File: config.mk
export PLATFORM = sky130hd
export DESIGN_NAME = dslc_core
export DESIGN_NICKNAME = d
export VERILOG_FILES = /design/src/dslc_pkg.sv /design/src/dslc_core.sv
export VERILOG_INCLUDE_DIRS = /design/src
export SDC_FILE = /design/constraint.sdc
export NUM_CORES = 1
export LEC_CHECK = 0
export ABC_CLOCK_PERIOD_IN_PS = 2000
export BUFFER_PORTS_ARGS = -buffer_cell sky130_fd_sc_hd__buf_2
export CAP_MARGIN = 20
export CELL_PAD_IN_SITES_DETAIL_PLACEMENT = 1
export CELL_PAD_IN_SITES_GLOBAL_PLACEMENT = 1
export CORE_ASPECT_RATIO = 1.75
export CORE_MARGIN = 2
export CORE_UTILIZATION = 38
export CTS_BUF_LIST = sky130_fd_sc_hd__clkbuf_4
export DETAILED_ROUTE_END_ITERATION = 12
export PLACE_DENSITY_LB_ADDON = 0.1
export SETUP_SLACK_MARGIN = 0.5
export SYNTH_ARGS = -nofsm -noshare
export SYNTH_HDL_FRONTEND = slang
export SYNTH_SLANG_ARGS = --single-unit
File: constraint.sdc
create_clock -name clk_in -period 2 [get_ports clk_in]
set_input_delay 0.1 -clock clk_in [delete_from_list [all_inputs] [get_ports clk_in]]
set_output_delay 0.1 -clock clk_in [all_outputs]
set_load 0.01 [all_outputs]
File: src/dslc_defines.svh
// constants for the drive security lock control block
`ifndef DSLC_DEFINES_SVH
`define DSLC_DEFINES_SVH

// ****************************************************
// security command opcodes
// ****************************************************
`define DSLC_OP_SET_PW          8'hF1
`define DSLC_OP_UNLOCK          8'hF2
`define DSLC_OP_ERASE_PREP      8'hF3
`define DSLC_OP_ERASE_UNIT      8'hF4
`define DSLC_OP_FREEZE          8'hF5
`define DSLC_OP_DISABLE_PW      8'hF6

// ****************************************************
// attempt limit, identify words and fields
// ****************************************************
`define DSLC_MISMATCH_LIMIT     3'h5
`define DSLC_ID_WORD_REV        8'h5C
`define DSLC_ID_WORD_SEC        8'h80
`define DSLC_UNLOCK_ATTEMPTS_EXHAUSTED_FLAG_BIT         4
`define DSLC_REV_MIN            16'h0001
`define DSLC_REV_MAX            16'hFFFE
`define DSLC_REV_RESET          16'hFFFE

`endif

File: src/dslc_pkg.sv
// types for the drive security lock control block
package dslc_pkg;

    typedef enum logic [1:0]
    {
        DSLC_UNLOCKED = 2'b00,
        DSLC_LOCKED   = 2'b01,
        DSLC_FROZEN   = 2'b10
    } dslc_state_e;

    // one command from the host-side command layer
    typedef struct packed
    {
        logic [7:0]  opcode;
        logic        is_media;
        logic        pw_master;
        logic        pw_match;
        logic        level_max;
        logic [15:0] master_rev;
    } dslc_cmd_s;

    // completion back to the command layer
    typedef struct packed
    {
        logic        execute;
        logic        abort;
        logic        erase_data;
    } dslc_resp_s;

endpackage

File: src/dslc_core.sv
// security lock state control: gates host commands by lock state
// ****************************************************
// Functional notes
// decode six security opcodes F1h to F6h
// abort security commands once storage security active
// user password set means locked after power-on
// locked leaves only by good unlock or erase
// unlocked accepts all; entered at power-on without password
// frozen rejects lock and password changing commands
// freeze lock holds frozen until power removed
// high level lets master password unlock
// maximum level: master unlocks only via erase unit
// master password never enables lock
// report master revision code, 0001h to FFFEh
// user password locks at next reset only
// five mismatches set exhausted flag, abort unlock/erase
// rejected commands abort, state unchanged
// ****************************************************
`timescale 1ns/100ps
`default_nettype none
`include "dslc_defines.svh"

module dslc_core
    import dslc_pkg::*;
(
    // clock and reset
    input  wire logic        clk_in,
    input  wire logic        reset_n_in,
    // power-on (true) vs hard reset qualifier, one-cycle pulse
    input  wire logic        hard_reset_in,
    input  wire logic        power_on_in,
    // storage-security feature set activated
    input  wire logic        ext_sec_active_in,
    // command request
    input  wire logic        cmd_valid_in,
    input  wire dslc_cmd_s   cmd_in,
    // identify word read
    input  wire logic [7:0]  id_word_sel_in,
    // completion
    output logic             resp_valid_out,
    output dslc_resp_s       resp_out,
    // status
    output dslc_state_e      state_out,
    output logic             user_pw_set_out,
    output logic             unlock_attempts_exhausted_flag_out,
    output logic [15:0]      id_word_out
);

    // ****************************************************
    // state
    // ****************************************************
    dslc_state_e state_ff,      nxt_state;
    logic        user_pw_ff,    nxt_user_pw;
    logic        level_max_ff,  nxt_level_max;
    logic [15:0] rev_ff,        nxt_rev;
    logic [2:0]  miss_ff,       nxt_miss;
    logic        resp_v_ff,     nxt_resp_v;
    dslc_resp_s  resp_ff,       nxt_resp;
    logic [15:0] id_ff,         nxt_id;

    logic exhausted;
    logic sec_op;

    function automatic logic is_sec_op(input logic [7:0] op);
        is_sec_op = (op >= `DSLC_OP_SET_PW) && (op <= `DSLC_OP_DISABLE_PW);
    endfunction

    assign exhausted = (miss_ff >= `DSLC_MISMATCH_LIMIT);
    assign sec_op    = is_sec_op(cmd_in.opcode);

    // ****************************************************
    // next state
    // ****************************************************
    always_comb
    begin
        nxt_state     = state_ff;
        nxt_user_pw   = user_pw_ff;
        nxt_level_max = level_max_ff;
        nxt_rev       = rev_ff;
        nxt_miss      = miss_ff;
        nxt_resp_v    = 1'b0;
        nxt_resp      = '0;
        if (hard_reset_in)
        begin
            nxt_miss = 3'h0;
            // frozen survives hard reset; only power-on leaves it
            if (state_ff != DSLC_FROZEN || power_on_in)
            begin
                nxt_state = user_pw_ff ? DSLC_LOCKED : DSLC_UNLOCKED;
            end
        end
        else if (cmd_valid_in)
        begin
            nxt_resp_v       = 1'b1;
            nxt_resp.execute = 1'b1;
            if (sec_op && ext_sec_active_in)
            begin
                nxt_resp.execute = 1'b0;
            end
            else if (!sec_op)
            begin
                if (state_ff == DSLC_LOCKED && cmd_in.is_media)
                begin
                    nxt_resp.execute = 1'b0;
                end
            end
            else
            begin
                case (cmd_in.opcode)
                    `DSLC_OP_SET_PW:
                    begin
                        if (state_ff != DSLC_UNLOCKED) nxt_resp.execute = 1'b0;
                        else if (cmd_in.pw_master)
                        begin
                            // master change only records its revision
                            if (cmd_in.master_rev >= `DSLC_REV_MIN && cmd_in.master_rev <= `DSLC_REV_MAX)
                                nxt_rev = cmd_in.master_rev;
                        end
                        else
                        begin
                            nxt_user_pw   = 1'b1;
                            nxt_level_max = cmd_in.level_max;
                        end
                    end
                    `DSLC_OP_UNLOCK:
                    begin
                        if (state_ff == DSLC_FROZEN || exhausted) nxt_resp.execute = 1'b0;
                        else if (!cmd_in.pw_match)
                        begin
                            nxt_resp.execute = 1'b0;
                            nxt_miss         = miss_ff + 3'h1;
                        end
                        else if (cmd_in.pw_master && level_max_ff && state_ff == DSLC_LOCKED)
                            nxt_resp.execute = 1'b0;
                        else
                            nxt_state = DSLC_UNLOCKED;
                    end
                    `DSLC_OP_ERASE_PREP:
                        if (state_ff == DSLC_FROZEN) nxt_resp.execute = 1'b0;
                    `DSLC_OP_ERASE_UNIT:
                    begin
                        if (state_ff == DSLC_FROZEN || exhausted) nxt_resp.execute = 1'b0;
                        else if (!cmd_in.pw_match)
                        begin
                            nxt_resp.execute = 1'b0;
                            nxt_miss         = miss_ff + 3'h1;
                        end
                        else
                        begin
                            nxt_resp.erase_data = 1'b1;
                            nxt_user_pw         = 1'b0;
                            nxt_state           = DSLC_UNLOCKED;
                        end
                    end
                    `DSLC_OP_FREEZE:
                        if (state_ff == DSLC_LOCKED) nxt_resp.execute = 1'b0;
                        else nxt_state = DSLC_FROZEN;
                    default:
                    begin
                        // disable password
                        if (state_ff != DSLC_UNLOCKED || !cmd_in.pw_match) nxt_resp.execute = 1'b0;
                        else nxt_user_pw = 1'b0;
                    end
                endcase
            end
            nxt_resp.abort = !nxt_resp.execute;
        end
    end

    // identify words
    always_comb
    begin
        nxt_id = 16'h0000;
        if (id_word_sel_in == `DSLC_ID_WORD_REV)
            nxt_id = rev_ff;
        else if (id_word_sel_in == `DSLC_ID_WORD_SEC)
            nxt_id[`DSLC_UNLOCK_ATTEMPTS_EXHAUSTED_FLAG_BIT] = exhausted;
    end

    // ****************************************************
    // registers
    // ****************************************************
    always_ff @(posedge clk_in)
    begin
        if (!reset_n_in)
        begin
            state_ff     <= DSLC_UNLOCKED;
            user_pw_ff   <= 1'b0;
            level_max_ff <= 1'b0;
            rev_ff       <= `DSLC_REV_RESET;
            miss_ff      <= 3'h0;
            resp_v_ff    <= 1'b0;
            resp_ff      <= '0;
            id_ff        <= 16'h0000;
        end
        else
        begin
            state_ff     <= nxt_state;
            user_pw_ff   <= nxt_user_pw;
            level_max_ff <= nxt_level_max;
            rev_ff       <= nxt_rev;
            miss_ff      <= nxt_miss;
            resp_v_ff    <= nxt_resp_v;
            resp_ff      <= nxt_resp;
            id_ff        <= nxt_id;
        end
    end

    assign resp_valid_out                     = resp_v_ff;
    assign resp_out                           = resp_ff;
    assign state_out                          = state_ff;
    assign user_pw_set_out                    = user_pw_ff;
    assign unlock_attempts_exhausted_flag_out = exhausted;
    assign id_word_out                        = id_ff;

endmodule
`default_nettype wire

==> flow_metrics.py <==
metrics = {
    "timing": {
        "finalCriticalPeriod_ns": 1.63,
        "max_freq_mhz": 612,
        "min_period_over_period_pct": 81.7,
        "worstMarginPinSlew_ns": 0.467,
        "hold_viol_final": 0,
        "setup_violations": 0,
        "setup-tns-final_ns": 0,
        "slew_headroom_pct": 68.9,
        "final.setup_skew_ns": 0.0112,
        "rsz0062_at_grt": "yes",
        "slew_viol_final": 0,
    },
    "synthesis": {
        "synth_xor_area_share_pct": 1.28,
        "synth_cells": 199,
        "synth_mux_area_share_pct": 9.24,
        "synthDominantCellAreaShare_pct": 44.2,
        "synthFlopType": "dfxtp_1",
        "ys_top_cells_by_area": "dfxtp_1 (44%), mux2i_1 (9.2%), and2_1 (5.5%)",
        "synth_edf_count": 0,
        "yosysWarnings": 0,
        "async_flop_share_pct": 0,
        "synthSimpleGateAreaFrac_pct": 32.4,
        "synthAdderAreaFrac_pct": 1.28,
        "synthTopCellsByCount": "dfxtp_1 (43), nand2_1 (24), mux2i_1 (18)",
        "synth.cell_area_sq_um": 1950,
        "netlist-cell-type-count": 48,
        "yosysSeqAreaShare_pct": 44.2,
        "yosysTopAreaCell": "dfxtp_1",
        "synth.most_common_cell": "dfxtp_1",
        "synth-seq-cells": 43,
        "synth_top_family_by_area": "simple AND/OR/NAND/NOR gates",
        "synth_compound_area_share_pct": 7.70,
        "syn_nets": 243,
        "avgSynthCellArea_sq_um": 9.80,
    },
    "cts": {
        "cts_buffers": 5,
        "clock_path_buffers": 2,
        "cts.sinks": 43,
        "root_buffer": "clkbuf_4",
        "cts_tree": "yes",
        "htree_levels": 2,
        "cts.clk_slew.worst_paths_ns": 0.14,
        "clk_latency_ns": 0.35,
    },
    "pwr": {
        "peakVddDrop_mv": 0.456,
        "leakage_uw": 0.00117,
        "p_total_uw": 1440,
        "p_per_area_nw_per_um2": 538,
    },
    "cells_and_area": {
        "post_route_cells_drive_above_1_share_pct": 38.4,
        "stdcell_area_sq_um": 2670,
        "syn_to_final_growth_pct": 37.0,
        "fin_util_pct": 53.7,
        "nets": 332,
        "fillers": 598,
        "num_antenna_cells": 0,
    },
    "routing": {
        "post_drt_wl_per_cell_microns": 15.4,
        "wirelength_microns": 5280,
        "final_antenna_net_count": 0,
        "vias_per_cell": 5.25,
        "route.detailed.drc": 0,
        "drtIter0Drc": 27,
        "vias": 1800,
        "first_pass_iters": 4,
    },
    "critical_path": {
        "worstPathMaxFanout": 5,
        "path_class": "register to register",
        "cp.arrival_ns": 1.88,
        "crit_path_start_kind": "register",
        "end_kind": "register",
        "required_ns": 2.24,
    },
    "placed_design": {
        "globalplace.congestion": 0.849,
        "placed_area_sq_um": 2370,
        "place_hpwl_microns": 3910,
        "io_buffers": 65,
    },
    "floorplan": {
        "die_w_microns": 58.1,
        "pin_count": 66,
        "row_count": 34,
        "core_area_sq_um": 4980,
        "initial_core_util_pct": 39.2,
        "die_area_sq_um": 5740,
        "fp.dieH_microns": 98.8,
    },
    "global_route": {
        "gr-total-overflow": 0,
        "grt_max_degree": 24,
        "track_usage_pct": 19.5,
        "grt_pass1_vias": 1789,
        "grt_pass1_wl_microns": 8580,
        "grt_antenna_before_repair": 0,
    },
    "worst_hold_path": {
        "hp-class": "input port to register",
    },
    "job": {
        "cap_viol_max_count": 0,
    },
    "status": {
        "status": "finished, final reports clean",
    },
}
-- routing by layer --
layer  GRT usage, %  vias to the layer above  part of all wire (%)  routed length [microns]
met4           6.62                        0                   1.1                       59
met3           3.02                        4                   3.5                      187
met2           37.8                       48                    59                     3140
li1               -                      896                     -                        -
met1           20.2                      852                    36                     1890
met5              0                        -                     0                        0
-- through the flow --
stage	instances	hold WS [ns]	setup WS (ns)
floorplan	199	0.201	0.296
global placement	314	0.304	0.287
detailed placement	314	0.306	0.261
CTS	340	0.000190	0.312
global route	343	0.00209	0.257
finish	343	0.00718	0.367
-- path summary, 6_finish.rpt --
kind	end	cells after the start	slack [ns]	start
hold / removal	rev_ff[5]$_SDFFE_PN1P_	3	0.007	cmd_in[5]
hold reg to reg	id_word_out[13]$_SDFF_PN0_	1	0.47	rev_ff[13]$_SDFFE_PN1P_
setup / recovery	resp_out[1]$_SDFF_PP0_	7	0.37	miss_ff[1]$_SDFFE_PP0P_
setup reg to reg	resp_out[1]$_SDFF_PP0_	7	0.37	miss_ff[1]$_SDFFE_PP0P_
-- cell type report --
class	count	area, sq um	area share [%]
multi-input combinational	143	1060	39.9
clock inverter	2	12.5	0.468
sequential	43	873	32.7
inverter	4	15.0	0.562
tap	54	67.6	2.53
clock buffer	6	45.0	1.69
timing repair buffer	91	593	22.2
-- worst max-delay path, stage by stage (launching register included) --
cell and delay [ns]:
dfxtp_4 0.37, inv_2 0.04, ha_4 0.15, o31ai_4 0.29, nand3_2 0.13, nand4bb_1 0.23
a21o_1 0.19, and3_1 0.14
-- logic make-up (layout without fill, tap and decap cells) --
logic type      count (synthesis)  in the layout
simple gates                  101            101
mux                            18             18
fa+ha+maj                       2              2
flops                          43             43
buf+inv                        13            103
compound gates                 20             20
xor+xnor                        2              2
-- flip-flops by register name, summed over array words and instances, names as in the netlist --
signal and flops:
id_word_out 16, rev_ff 16, miss_ff 3, resp_out 3
state_out 2, level_max_ff 1, resp_valid_out 1, user_pw_set_out 1
-- power by group --
group          switching [uW]  internal [uW]  total, uW  leakage [uW]
combinational            78.9           74.0        153      0.000792
sequential              0.637            855        855      0.000350
clock                     280            150        430     0.0000317
total                     360           1080       1440       0.00117
-- repair_timing --
| item | CTS | global route |
|---|---|---|
| hold endpoints to repair | 8 | 1 |
| gates resized for setup | 13 | 1 |
| gates cloned | 1 | 0 |
| hold buffers | 8 | 1 |
| pin swaps | 8 | 4 |
| buffers inserted | 9 | 2 |
| endpoints found under the setup margin | 25 | 25 |
-- layout by cell type, fill, tap and decap left out, drive strengths merged, types with 2 or more instances in the layout --
cell	netlist	layout
a21oi	4	4
nand2b	2	2
nor3	3	3
mux2i	18	18
a21o	2	2
o21ai	3	3
nand4	7	7
nor2	13	13
nand3	6	6
clkbuf	5	6
nor2b	2	2
o31ai	3	3
dfxtp	43	43
a21boi	3	3
buf	4	82
dlygate4sd3	0	9
o32ai	2	2
and3	4	4
nor3b	3	3
nand2	24	24
nand4b	3	3
nor4	4	4
nor4b	6	6
ha	2	2
and2	17	17
inv	4	4
No activity file was read; power rests on OpenSTA's default activity.
